--- src/core/dtm_pkg.sv ---
// ****************************************
// Dual interval timer constants
// ****************************************
`default_nettype none

package dtm_pkg;

    localparam int ADDR_W = 12;
    localparam int DATA_W = 32;

    // ****************************************
    // Register indices, byte address is four times the index
    // ****************************************
    localparam logic [7:0] IDX_TB_CTL   = 8'h18;
    localparam logic [7:0] IDX_TA_CTL   = 8'h19;
    localparam logic [7:0] IDX_TB_DAT   = 8'h1a;
    localparam logic [7:0] IDX_TA_DAT   = 8'h1b;
    localparam logic [7:0] IDX_IRQ_STAT = 8'h1c;
    localparam logic [7:0] IDX_IRQ_MASK = 8'h1d;

    function automatic logic [ADDR_W-1:0] byte_addr(input logic [7:0] idx);
        return {2'h0, idx, 2'h0};
    endfunction

    // ****************************************
    // Control register fields
    // ****************************************
    localparam int BIT_FLAG    = 7;
    localparam int BIT_IE      = 6;
    localparam int BIT_WAVE_HI = 5;
    localparam int BIT_WAVE_LO = 4;
    localparam int BIT_CS_HI   = 3;
    localparam int BIT_CS_LO   = 2;
    localparam int BIT_SUSP    = 1;
    localparam int BIT_START   = 0;

    // Interrupt status and mask share one layout
    localparam int BIT_IRQ_A = 0;
    localparam int BIT_IRQ_B = 1;

    // ****************************************
    // Reset values
    // ****************************************
    localparam logic [6:0] CTL_RST  = 7'h00;
    localparam logic [7:0] DAT_RST  = 8'h00;
    localparam logic [1:0] MASK_RST = 2'h3;

    // ****************************************
    // Encodings
    // ****************************************
    typedef enum logic [1:0] {
        CS_DIV2   = 2'h0,
        CS_DIV32  = 2'h1,
        CS_DIV512 = 2'h2,
        CS_EXT    = 2'h3
    } dtm_clksel_t;

    typedef enum logic [1:0] {
        WV_PORT    = 2'h0,
        WV_INIT_LO = 2'h1,
        WV_INIT_HI = 2'h2,
        WV_DRIVE   = 2'h3
    } dtm_wave_t;

    typedef enum logic {
        APB_WAIT = 1'h0,
        APB_ACK  = 1'h1
    } dtm_apb_t;

    // ****************************************
    // Timing: system clocks per instruction cycle and prescale ratios
    // ****************************************
    localparam int INSTR_CLKS = 4;
    localparam int INSTR_W    = $clog2(INSTR_CLKS);
    localparam int DIV_FAST   = 2;
    localparam int DIV_MID    = 32;
    localparam int DIV_SLOW   = 512;
    localparam int PRE_W      = $clog2(DIV_SLOW);

endpackage

`default_nettype wire

--- src/core/dtm_timer.sv ---
// Contract
// - Control and data registers at fixed indices
// - Flag bit 7: write 0 clears, 1 keeps
// - Read-modify-write reads flag as one
// - Bit 6 enables the timer interrupt
// - Wave field: port, latch low, high, drive
// - Initial level reaches pin only when stopped
// - Timer A clock: 2, 32, 512, external
// - Timer B code 11 joins 16-bit mode
// - Bit 1 suspends counting, keeps count
// - Bit 0 start clears counter, then counts
// - Two 8-bit or one 16-bit, four clocks
// - Match sets flag, clears, reloads, continues
// - Data write sets interval, read gives count
// - 16-bit: A control, B high, A low byte
//
// Local design decision: the APB slave port.
`timescale 1ns/10ps
`default_nettype none

module dtm_timer (
    input  wire logic                        clk,
    input  wire logic                        sys_rst,
    input  wire logic                        clk_en,
    input  wire logic                        psel,
    input  wire logic                        penable,
    input  wire logic                        pwrite,
    input  wire logic [dtm_pkg::ADDR_W-1:0]  paddr,
    input  wire logic [dtm_pkg::DATA_W-1:0]  pwdata,
    input  wire logic                        rmw_access,
    output logic      [dtm_pkg::DATA_W-1:0]  prdata,
    output logic                             pready,
    output logic                             pslverr,
    input  wire logic                        external_count_clock_pin,
    output logic                             square_wave_pin,
    output logic                             square_wave_oe,
    output logic                             irq
);

    // ****************************************
    // State
    // ****************************************
    typedef struct packed {
        logic [6:0]                  ctl_a;
        logic [6:0]                  ctl_b;
        logic                        flag_a;
        logic                        flag_b;
        logic [7:0]                  dat_a;
        logic [7:0]                  dat_b;
        logic [7:0]                  cnt_a;
        logic [7:0]                  cnt_b;
        logic [7:0]                  cmp_a;
        logic [7:0]                  cmp_b;
        logic [1:0]                  mask;
        logic                        level;
        logic                        wave;
        logic                        wave_oe;
        logic                        irq;
        logic                        xc_s1;
        logic                        xc_s2;
        logic                        xc_s3;
        dtm_pkg::dtm_apb_t           ph;
        logic [dtm_pkg::DATA_W-1:0]  rdata;
        logic                        slverr;
    } dtm_state_t;

    localparam dtm_state_t ST_RST = '{
        ctl_a   : dtm_pkg::CTL_RST,
        ctl_b   : dtm_pkg::CTL_RST,
        dat_a   : dtm_pkg::DAT_RST,
        dat_b   : dtm_pkg::DAT_RST,
        mask    : dtm_pkg::MASK_RST,
        ph      : dtm_pkg::APB_WAIT,
        default : '0
    };

    dtm_state_t r;
    dtm_state_t n;
    logic [2:0] pre_tick;

    // ****************************************
    // Helpers
    // ****************************************
    // Selects the count enable for a clock-select code
    function automatic logic tick_sel(
        input logic [1:0] cs,
        input logic [2:0] pt,
        input logic       ext
    );
        logic t;
        t = 1'b0;
        case (cs)
            dtm_pkg::CS_DIV2:   t = pt[0];
            dtm_pkg::CS_DIV32:  t = pt[1];
            dtm_pkg::CS_DIV512: t = pt[2];
            default:            t = ext;
        endcase
        return t;
    endfunction

    // One count step of an 8-bit channel: {match, next count}
    function automatic logic [8:0] step8(
        input logic [7:0] cnt,
        input logic [7:0] cmp
    );
        logic m;
        m = (cnt == cmp);
        return {m, m ? 8'h00 : cnt + 8'h01};
    endfunction

    function automatic logic [1:0] cs_of(input logic [6:0] c);
        return c[dtm_pkg::BIT_CS_HI:dtm_pkg::BIT_CS_LO];
    endfunction

    function automatic logic [1:0] wave_of(input logic [6:0] c);
        return c[dtm_pkg::BIT_WAVE_HI:dtm_pkg::BIT_WAVE_LO];
    endfunction

    // Start bit going from 0 to 1 in a control write
    function automatic logic start_edge(
        input logic [6:0] old_ctl,
        input logic [7:0] wr
    );
        return wr[dtm_pkg::BIT_START] & ~old_ctl[dtm_pkg::BIT_START];
    endfunction

    // Control readback; the flag reads as one in a read-modify-write
    function automatic logic [dtm_pkg::DATA_W-1:0] ctl_read(
        input logic       flag,
        input logic       rmw,
        input logic [6:0] ctl
    );
        return dtm_pkg::DATA_W'({flag | rmw, ctl});
    endfunction

    // ****************************************
    // Prescaler
    // ****************************************
    dtm_prescaler u_pre (
        .clk     (clk),
        .sys_rst (sys_rst),
        .clk_en  (clk_en),
        .tick    (pre_tick)
    );

    // ****************************************
    // Next-state logic
    // ****************************************
    logic        mode16;
    logic        ext_rise;
    logic        run_a;
    logic        run_b;
    logic        tick_a;
    logic        tick_b;
    logic        match_a;
    logic        match_b;
    logic        clr_a;
    logic        clr_b;
    logic        hit;
    logic [8:0]  sa;
    logic [8:0]  sb;
    logic [15:0] c16;
    logic [7:0]  idx;

    always_comb begin
        n        = r;
        match_a  = 1'b0;
        match_b  = 1'b0;
        clr_a    = 1'b0;
        clr_b    = 1'b0;
        sa       = 9'h000;
        sb       = 9'h000;
        c16      = 16'h0000;
        idx      = paddr[9:2];
        hit      = 1'b0;

        // External clock pin passes two flops before edge detection
        n.xc_s1  = external_count_clock_pin;
        n.xc_s2  = r.xc_s1;
        n.xc_s3  = r.xc_s2;
        ext_rise = r.xc_s2 & ~r.xc_s3;

        // Timer B code 11 pairs the channels; A alone relies on software
        mode16   = (cs_of(r.ctl_b) == dtm_pkg::CS_EXT);

        run_a    = r.ctl_a[dtm_pkg::BIT_START] & ~r.ctl_a[dtm_pkg::BIT_SUSP];
        run_b    = r.ctl_b[dtm_pkg::BIT_START] & ~r.ctl_b[dtm_pkg::BIT_SUSP];
        tick_a   = tick_sel(cs_of(r.ctl_a), pre_tick, ext_rise);
        tick_b   = tick_sel(cs_of(r.ctl_b), pre_tick, 1'b0);

        // ****************************************
        // Counting
        // ****************************************
        if (run_a && tick_a) begin
            if (mode16) begin
                // Paired counter uses B as the upper byte
                match_a = ({r.cnt_b, r.cnt_a} == {r.cmp_b, r.cmp_a});
                c16     = match_a ? 16'h0000 : {r.cnt_b, r.cnt_a} + 16'h0001;
                {n.cnt_b, n.cnt_a} = c16;
                if (match_a) begin
                    n.cmp_a = r.dat_a;
                    n.cmp_b = r.dat_b;
                end
            end else begin
                sa      = step8(r.cnt_a, r.cmp_a);
                match_a = sa[8];
                n.cnt_a = sa[7:0];
                if (match_a) begin
                    n.cmp_a = r.dat_a;
                end
            end
        end

        if (!mode16 && run_b && tick_b) begin
            sb      = step8(r.cnt_b, r.cmp_b);
            match_b = sb[8];
            n.cnt_b = sb[7:0];
            if (match_b) begin
                n.cmp_b = r.dat_b;
            end
        end

        // Toggle only while running with the wave function on
        if (match_a && wave_of(r.ctl_a) != dtm_pkg::WV_PORT) begin
            n.wave = ~r.wave;
        end

        // ****************************************
        // APB slave, one wait state per access
        // ****************************************
        hit = (paddr == dtm_pkg::byte_addr(dtm_pkg::IDX_TB_CTL))
            | (paddr == dtm_pkg::byte_addr(dtm_pkg::IDX_TA_CTL))
            | (paddr == dtm_pkg::byte_addr(dtm_pkg::IDX_TB_DAT))
            | (paddr == dtm_pkg::byte_addr(dtm_pkg::IDX_TA_DAT))
            | (paddr == dtm_pkg::byte_addr(dtm_pkg::IDX_IRQ_STAT))
            | (paddr == dtm_pkg::byte_addr(dtm_pkg::IDX_IRQ_MASK));

        if (psel && penable && r.ph == dtm_pkg::APB_WAIT) begin
            n.ph     = dtm_pkg::APB_ACK;
            n.slverr = ~hit;
            n.rdata  = '0;
            if (!pwrite && hit) begin
                case (idx)
                    dtm_pkg::IDX_TA_CTL:
                        n.rdata = ctl_read(r.flag_a, rmw_access, r.ctl_a);
                    dtm_pkg::IDX_TB_CTL:
                        n.rdata = ctl_read(r.flag_b, rmw_access, r.ctl_b);
                    dtm_pkg::IDX_TA_DAT:
                        n.rdata = 32'(r.cnt_a);
                    dtm_pkg::IDX_TB_DAT:
                        n.rdata = 32'(r.cnt_b);
                    dtm_pkg::IDX_IRQ_STAT:
                        n.rdata = 32'({r.flag_b, r.flag_a});
                    dtm_pkg::IDX_IRQ_MASK:
                        n.rdata = 32'(r.mask);
                    default:
                        n.rdata = '0;
                endcase
            end
        end else if (psel && penable && r.ph == dtm_pkg::APB_ACK) begin
            n.ph     = dtm_pkg::APB_WAIT;
            n.slverr = 1'b0;
            // Writes land at the edge where the master samples pready high
            if (pwrite && hit) begin
                case (idx)
                    dtm_pkg::IDX_TA_CTL: begin
                        clr_a   = ~pwdata[dtm_pkg::BIT_FLAG];
                        n.ctl_a = pwdata[6:0];
                        if (start_edge(r.ctl_a, pwdata[7:0])) begin
                            n.cnt_a = 8'h00;
                            n.cmp_a = r.dat_a;
                            if (mode16) begin
                                n.cnt_b = 8'h00;
                                n.cmp_b = r.dat_b;
                            end
                        end
                        case (pwdata[dtm_pkg::BIT_WAVE_HI:dtm_pkg::BIT_WAVE_LO])
                            dtm_pkg::WV_INIT_LO: n.level = 1'b0;
                            dtm_pkg::WV_INIT_HI: n.level = 1'b1;
                            dtm_pkg::WV_DRIVE: begin
                                if (!pwdata[dtm_pkg::BIT_START]) begin
                                    n.wave = r.level;
                                end
                            end
                            default: n.level = r.level;
                        endcase
                    end
                    dtm_pkg::IDX_TB_CTL: begin
                        clr_b   = ~pwdata[dtm_pkg::BIT_FLAG];
                        // Wave bits are stored only; software keeps them zero
                        n.ctl_b = pwdata[6:0];
                        if (start_edge(r.ctl_b, pwdata[7:0])) begin
                            n.cnt_b = 8'h00;
                            n.cmp_b = r.dat_b;
                        end
                    end
                    dtm_pkg::IDX_TA_DAT:
                        n.dat_a = pwdata[7:0];
                    dtm_pkg::IDX_TB_DAT:
                        n.dat_b = pwdata[7:0];
                    dtm_pkg::IDX_IRQ_STAT: begin
                        clr_a = pwdata[dtm_pkg::BIT_IRQ_A];
                        clr_b = pwdata[dtm_pkg::BIT_IRQ_B];
                    end
                    dtm_pkg::IDX_IRQ_MASK:
                        n.mask = pwdata[1:0];
                    default:
                        n.mask = r.mask;
                endcase
            end
        end

        // ****************************************
        // Flags and interrupt
        // ****************************************
        // A match in the clearing cycle is kept
        n.flag_a  = match_a | (r.flag_a & ~clr_a);
        n.flag_b  = match_b | (r.flag_b & ~clr_b);
        n.wave_oe = (wave_of(n.ctl_a) != dtm_pkg::WV_PORT);
        n.irq     = |({n.flag_b & n.ctl_b[dtm_pkg::BIT_IE],
                       n.flag_a & n.ctl_a[dtm_pkg::BIT_IE]} & n.mask);
    end

    // ****************************************
    // State register
    // ****************************************
    always_ff @(posedge clk or posedge sys_rst) begin
        if (sys_rst) begin
            r <= ST_RST;
        end else if (clk_en) begin
            r <= n;
        end
    end

    // ****************************************
    // Outputs
    // ****************************************
    assign prdata          = r.rdata;
    assign pready          = (r.ph == dtm_pkg::APB_ACK);
    assign pslverr         = r.slverr;
    assign square_wave_pin = r.wave;
    assign square_wave_oe  = r.wave_oe;
    assign irq             = r.irq;

endmodule

`default_nettype wire

--- src/core/dtm_prescaler.sv ---
`timescale 1ns/10ps
`default_nettype none

// ****************************************
// Instruction-cycle prescaler, one-cycle ticks per rate
// ****************************************
module dtm_prescaler (
    input  wire logic       clk,
    input  wire logic       sys_rst,
    input  wire logic       clk_en,
    output logic [2:0]      tick
);

    typedef struct packed {
        logic [dtm_pkg::INSTR_W-1:0] ic;
        logic [dtm_pkg::PRE_W-1:0]   pc;
        logic [2:0]                  tick;
    } dtm_pre_state_t;

    dtm_pre_state_t r;
    dtm_pre_state_t n;

    function automatic logic hit(input logic [dtm_pkg::PRE_W-1:0] pc, input int div);
        return (pc & dtm_pkg::PRE_W'(div - 1)) == dtm_pkg::PRE_W'(div - 1);
    endfunction

    always_comb begin
        n      = r;
        n.tick = 3'h0;
        if (r.ic == dtm_pkg::INSTR_W'(dtm_pkg::INSTR_CLKS - 1)) begin
            n.ic      = '0;
            n.pc      = r.pc + 1'b1;
            n.tick[0] = hit(r.pc, dtm_pkg::DIV_FAST);
            n.tick[1] = hit(r.pc, dtm_pkg::DIV_MID);
            n.tick[2] = hit(r.pc, dtm_pkg::DIV_SLOW);
        end else begin
            n.ic = r.ic + 1'b1;
        end
    end

    always_ff @(posedge clk or posedge sys_rst) begin
        if (sys_rst) begin
            r <= '0;
        end else if (clk_en) begin
            r <= n;
        end
    end

    assign tick = r.tick;

endmodule

`default_nettype wire

--- config.mk ---
export PLATFORM = sky130hd
export DESIGN_NAME = dtm_timer
export DESIGN_NICKNAME = d
export VERILOG_FILES = /design/src/core/dtm_pkg.sv /design/src/core/dtm_timer.sv /design/src/core/dtm_prescaler.sv
export SDC_FILE = /design/constraint.sdc
export NUM_CORES = 1
export LEC_CHECK = 0
export BUFFER_PORTS_ARGS = -buffer_cell sky130_fd_sc_hd__buf_2
export CAP_MARGIN = 20
export CORE_AREA = 2 2 107 109
export DETAILED_ROUTE_END_ITERATION = 8
export DIE_AREA = 0 0 109 111
export PLACE_DENSITY = 0.71
export SYNTH_ARGS = -nofsm -noshare
export SYNTH_HDL_FRONTEND = slang
export SYNTH_SLANG_ARGS = --single-unit
--- constraint.sdc ---
create_clock -name clk -period 7.3 [get_ports clk]
set_input_delay 1.095 -clock clk [delete_from_list [all_inputs] [get_ports clk]]
set_output_delay 1.095 -clock clk [all_outputs]
set_load 0.005 [all_outputs]
After elaboration in Yosys (flattened, before gate mapping)
Index checks and enable logic that the tools add are counted.
{ "totals": {"regBits": 121, "in_bits": 52, "out_inout_bits": 37, "word_cells": 170} }
{ "classes": {"n_addsub": 5, "n_eq_ne": 26, "mux": 56, "n_bitwise": 31, "n_reduce_logical": 26} }
{ "ops": {"columns": ["cell", "count"], "rows": [
  ["8-bit two-way mux", 17],
  ["36-bit two-way mux", 3],
  ["12-bit by 7-bit == test with 1-bit output, second input constant", 6],
  ["32-bit two-way mux", 2],
  ["8-bit by 5-bit == test with 1-bit output, second input constant", 6],
  ["8-bit case mux with 6 select lines", 1],
  ["14-bit two-way mux", 3],
  ["16-bit two-way mux", 2],
  ["8-bit case mux with 2 select lines", 2],
  ["5-bit AND reduction", 4],
  ["16-bit by 1-bit adder with 16-bit output, second input constant", 1],
  ["8-bit by 1-bit adder with 8-bit output, second input constant", 2],
  ["16-bit == test", 1],
  ["8-bit == test", 2],
  ["1-bit two-way mux", 15],
  ["7-bit two-way mux", 2],
  ["2-bit == test, second input constant", 6],
  ["1-bit inverter", 12],
  ["9-bit by 1-bit adder with 9-bit output, second input constant", 1],
  ["1-bit AND", 9],
  ["9-bit == test, second input constant", 1],
  ["1-bit logical AND", 9],
  ["1-bit bitwise OR", 9],
  ["2-bit nonzero test", 4],
  ["other kinds (13)", 24]
]} }

Logic depth before layout (Yosys ltp)
{ "depth": {"depth_word": 16, "depth_mapped": 9, "mapped_depth_nobuf": 7} }

By module
A second synthesis with hierarchy kept.
{ "hier_totals": {"cells_unflattened": 494, "area_unflattened_um2": 5511.5} }
{ "modules_own_cells": {"columns": ["module", "instances", "cells_each", "area_each_um2", "seq_area_each_um2"], "rows": [
  ["dtm_timer", 1, 436, 4820.9, 2079.5],
  ["dtm_prescaler", 1, 58, 690.7, 350.3]
]} }

Worst setup path before layout
OpenSTA, ideal clock, no wires.
{ "synth_timing": {"path_kind": "input-to-reg", "start": "input paddr[7] in the netlist's numbering", "end": "register r[43] in the netlist's numbering", "setup_time_ns": 0.125, "arrival_time_ns": 2.956, "required_ns": 7.175, "slack_ns": 4.219, "path_stages": 8, "path_cell_list": "nor4b_1 -> nand4_1 -> or4_1 -> o211a_1 -> buf_6 -> nand2b_4 -> buf_6 -> mux2_4"} }
{ "synth_via": {"elab_chain_cells": 10, "elab_cells_between_ends": 18} }
{ "synth_lines": {"columns": ["item", "line_no", "source"], "rows": [
  ["start, declared", "dtm_timer.sv:28", "input wire logic [dtm_pkg::ADDR_W-1:0] paddr,"],
  ["12-bit by 7-bit == test with 1-bit output (on tied branches)", "dtm_timer.sv:231, dtm_timer.sv:232", null],
  ["1-bit bitwise OR", "dtm_timer.sv:232", "| (paddr == dtm_pkg::byte_addr(dtm_pkg::IDX_TA_CTL))"],
  ["1-bit bitwise OR", "dtm_timer.sv:233", "| (paddr == dtm_pkg::byte_addr(dtm_pkg::IDX_TB_DAT))"],
  ["1-bit bitwise OR", "dtm_timer.sv:234", "| (paddr == dtm_pkg::byte_addr(dtm_pkg::IDX_TA_DAT))"],
  ["1-bit bitwise OR", "dtm_timer.sv:235", "| (paddr == dtm_pkg::byte_addr(dtm_pkg::IDX_IRQ_STAT))"],
  ["1-bit bitwise OR", "dtm_timer.sv:236", "| (paddr == dtm_pkg::byte_addr(dtm_pkg::IDX_IRQ_MASK));"],
  ["1-bit logical AND", "dtm_timer.sv:264", "if (pwrite && hit) begin"],
  ["36-bit two-way mux *", "dtm_timer.sv:264", null],
  ["36-bit two-way mux *", "dtm_timer.sv:260", "end else if (psel && penable && r.ph == dtm_pkg::APB_ACK) begin"],
  ["36-bit two-way mux *", "dtm_timer.sv:238", "if (psel && penable && r.ph == dtm_pkg::APB_WAIT) begin"],
  ["end signal, assigned", "dtm_timer.sv:331", "r <= n;"],
  ["end, declared", "dtm_timer.sv:77", "dtm_state_t r;"]
]} }
Every way passes the cells marked *; elsewhere a longest branch is shown, timed or not.
A chain may end at the register's enable or synchronous reset.

Worst setup path after layout
{ "layout_timing": {"start": "input paddr[7] in the netlist's numbering", "end": "register r[97] in the netlist's numbering"} }
{ "layout_via": {"elab_chain_cells": 8, "elab_cells_between_ends": 14} }
{ "layout_lines": {"columns": ["item", "line_no"], "rows": [
  ["12-bit by 7-bit == test with 1-bit output (on tied branches)", "dtm_timer.sv:231, dtm_timer.sv:232"],
  ["1-bit bitwise OR", "dtm_timer.sv:232"],
  ["1-bit bitwise OR", "dtm_timer.sv:233"],
  ["1-bit bitwise OR", "dtm_timer.sv:234"],
  ["1-bit bitwise OR", "dtm_timer.sv:235"],
  ["1-bit bitwise OR", "dtm_timer.sv:236"],
  ["1-bit logical AND", "dtm_timer.sv:264"],
  ["5-bit AND reduction (no source line) *", null]
]} }
Marks and branches as above.

==> reports/metrics.csv <==
stage,metric,value,unit
outcome,status,"complete, no violations",
cells_and_area,"Design Area, Final",5790,µm²
critical_path,Slowest cell on crit path,nor4_2,
critical_path,CP Cell Sequence,buf_2 -> nor4b_1 -> nand4_1 -> or3_1 -> nor4_2 -> mux2_2,
critical_path,type of destination of the critical path,flop,
critical_path,critical-path maximum fanout,13,
clocking,CTS Sinks,97,
floorplan,die area,12100,µm²
floorplan,# rows,39,
yosys,Synth Register Bits,97,
yosys,most frequent cell after synthesis,dfrtp_1,
cells_and_area,final net count,584,
critical_path,Crit path largest cell delay,0.71,ns
timing,Fin Clk Skew,0.0115,ns
clocking,Clock transition at path regs,0.07,ns
grt,global-route wire length before repair,19600,µm
yosys,Async SR Flop Fraction,100,%
timing,Hold Slack,0.477,ns
min_path,Tightest Hold Check Type,reg -> reg,
grt,largest net degree at the start of global routing,55,
clocking,CTS root buffer,clkbuf_16,
route,Routed wire per std cell,18.0,µm
cells_and_area,layout cells sized above 1,25.0,%
clocking,"Setup Fix Bufs, Post-CTS",0,
critical_path,Worst Setup SP,paddr[7],
run,Max Cap Violations,0,
route,first-iteration detailed-routing DRC count,339,
min_path,Hold Crit Start,u_pre.r[10],
floorplan,I/O pin total,89,
timing,Final Max Tran Viols,0,
floorplan,chip width,109,µm
placed_design,I/O Buffers,40,
yosys,Syn Inst Count,503,
clocking,post_cts resized,0,
timing,Final min period,3.55,ns
critical_path,CP top delay family,simple AND/OR/NAND/NOR gates,
yosys,synth top area cells,"dfrtp_1, mux2_2, buf_4",
clocking,clock latency on the worst-skew pair,0.35,ns
yosys,Post-Synthesis Cell Area,5380,µm²
critical_path,crit start category,input port,
critical_path,reg2reg setup slack,4.02,ns
floorplan,Die Ht,111,µm
power,Max VDD drop,144,µV
timing,slew margin rel.,39.7,%
critical_path,crit path buf inv count,1,
route,final WL,12100,µm
power,PwrDens,198,nW/µm²
clocking,H-tree Lvls,3,
cells_and_area,area delta synth->final,7.55,%
timing,period utilisation layout,48.6,%
critical_path,CP required,7.53,ns
placed_design,Placer Congestion,0.893,
grt,all-layer global routing usage,21.0,%
yosys,synth cell count leaders,"dfrtp_1, mux2_2, nand2_1",
route,number of remaining DRC errors,0,
critical_path,arrival time at the worst endpoint,3.78,ns
yosys,"EDFF count, synth",0,
placed_design,DP Area,5520,µm²
yosys,sequential fraction of the synthesis area,45.1,%
yosys,synthesized area per cell,10.7,µm²
grt,initial antenna violation count,0,
clocking,CTS buffer count,9,
yosys,Synth cell types,62,
timing,Worst Tran Pin Value,0.898,ns
timing,final setup vio count,0,
placed_design,hpwl dp,8670,µm
floorplan,core area,11100,µm²
clocking,# hold bufs at CTS,0,
timing,final hold violation count,0,
critical_path,critical path type,in -> reg,
clocking,clock tree from TritonCTS,yes,
cells_and_area,diode count,0,
yosys,Yosys top cell by area,dfrtp_1,
floorplan,Starting Density,48.6,%
route,Final ANT Viol Nets,0,
timing,RSZ-0062 raised after global routing,no,
yosys,Yosys top cell area share,44.2,%
timing,fmax,0.282,GHz
yosys,Post-synth top flop,dfrtp_1,
clocking,Max clock buf depth,2,
route,DR pass1 iterations,5,
grt,vias in the first global route,3829,
route,drt via density,5.77,
route,vias,3870,
cells_and_area,Layout fillers,980,
critical_path,R2R Path Start,r[103],
power,Leakage,2.69,nW
timing,Fin Setup TNS,0,ns
grt,GRT Residual Overflow,0,
yosys,YS warnings,0,
[placed cells by master, fill, tap and decap left out, types with 5 or more instances in the layout]
master and instances:
dfrtp_1 95, ha_1 8, buf_2 40, inv_1 13, clkbuf_16 9, a22o_1 8, nand2b_1 7, xor2_1 11
conb_1 24, a21oi_1 8, a221oi_1 5, or4_1 6, o22ai_1 5, mux2_2 52, nand3_1 17, mux2i_1 13
nor2_1 29, o21ai_0 17, nand4_1 7, nor2b_1 6, nand2_1 37, nor3_1 9, xnor2_1 13, nor4_1 10
mux2_4 8
[path summary, 6_finish.rpt]
check	end	depth (start not counted)
hold / removal	u_pre.r[10]	1
setup / recovery	r[97]	6
min in group asynchronous	r[55]	2
setup reg to reg	r[52]	6
hold reg to reg	u_pre.r[10]	1
max in group asynchronous	r[51]	3
[layer usage]
layer | track usage [%] | routed length, µm | up-vias
met1 | 28.6 | 5340 | 1878
met3 | 4.35 | 782 | 28
li1 | - | - | 1804
met5 | 0 | 0 | -
met2 | 32.2 | 5610 | 160
met4 | 9.57 | 347 | 0
[cell type report]
class,count,area [µm²],area share [%]
clock buffers,10,229,3.96
repair buffers,41,208,3.59
well taps,143,179,3.09
clock inverters,5,41.3,0.713
inverters,15,58.8,1.02
multi-input cells,360,2640,45.7
flip-flops and latches,97,2430,42.0
[through the flow]
step	util (%)	worst slack [ns]	cells	power, mW
4_1_cts	52.3	3.77	671	1.15
3_5_place_dp	49.8	3.41	656	0.716
5_1_grt	52.3	3.54	671	1.20
2_1_floorplan	-	3.67	526	0.686
6_report	52.3	3.75	671	1.14
3_3_place_gp	49.8	3.45	656	0.709
[logic make-up (layout without fill, tap and decap cells)]
kind of cell	count (synthesis)	count (layout)	share of synthesized area, %
AND/OR/NAND/NOR	155	155	15.4
flip-flops	97	97	45.1
multiplexers	76	76	16.9
AO/OA/AOI/OAI	73	73	9.44
buffers and inverters	69	71	7.35
XOR/XNOR	24	24	3.91
adder cells (fa/ha/maj)	8	8	1.86
other	1	24	0.0697
[where the power goes]
group / internal, mW / switching, mW
sequential: 0.564 / 0.0235
combinational: 0.0508 / 0.0668
clock: 0.232 / 0.207
total: 0.846 / 0.297
[registers in the layout, summed over array words and instances, names as in the netlist, 2 cells and up]
name        flops
n               2
r              68
u_pre.r        11
prdata          8
u_pre.tick      3
No activity file was read; power rests on OpenSTA's default activity.
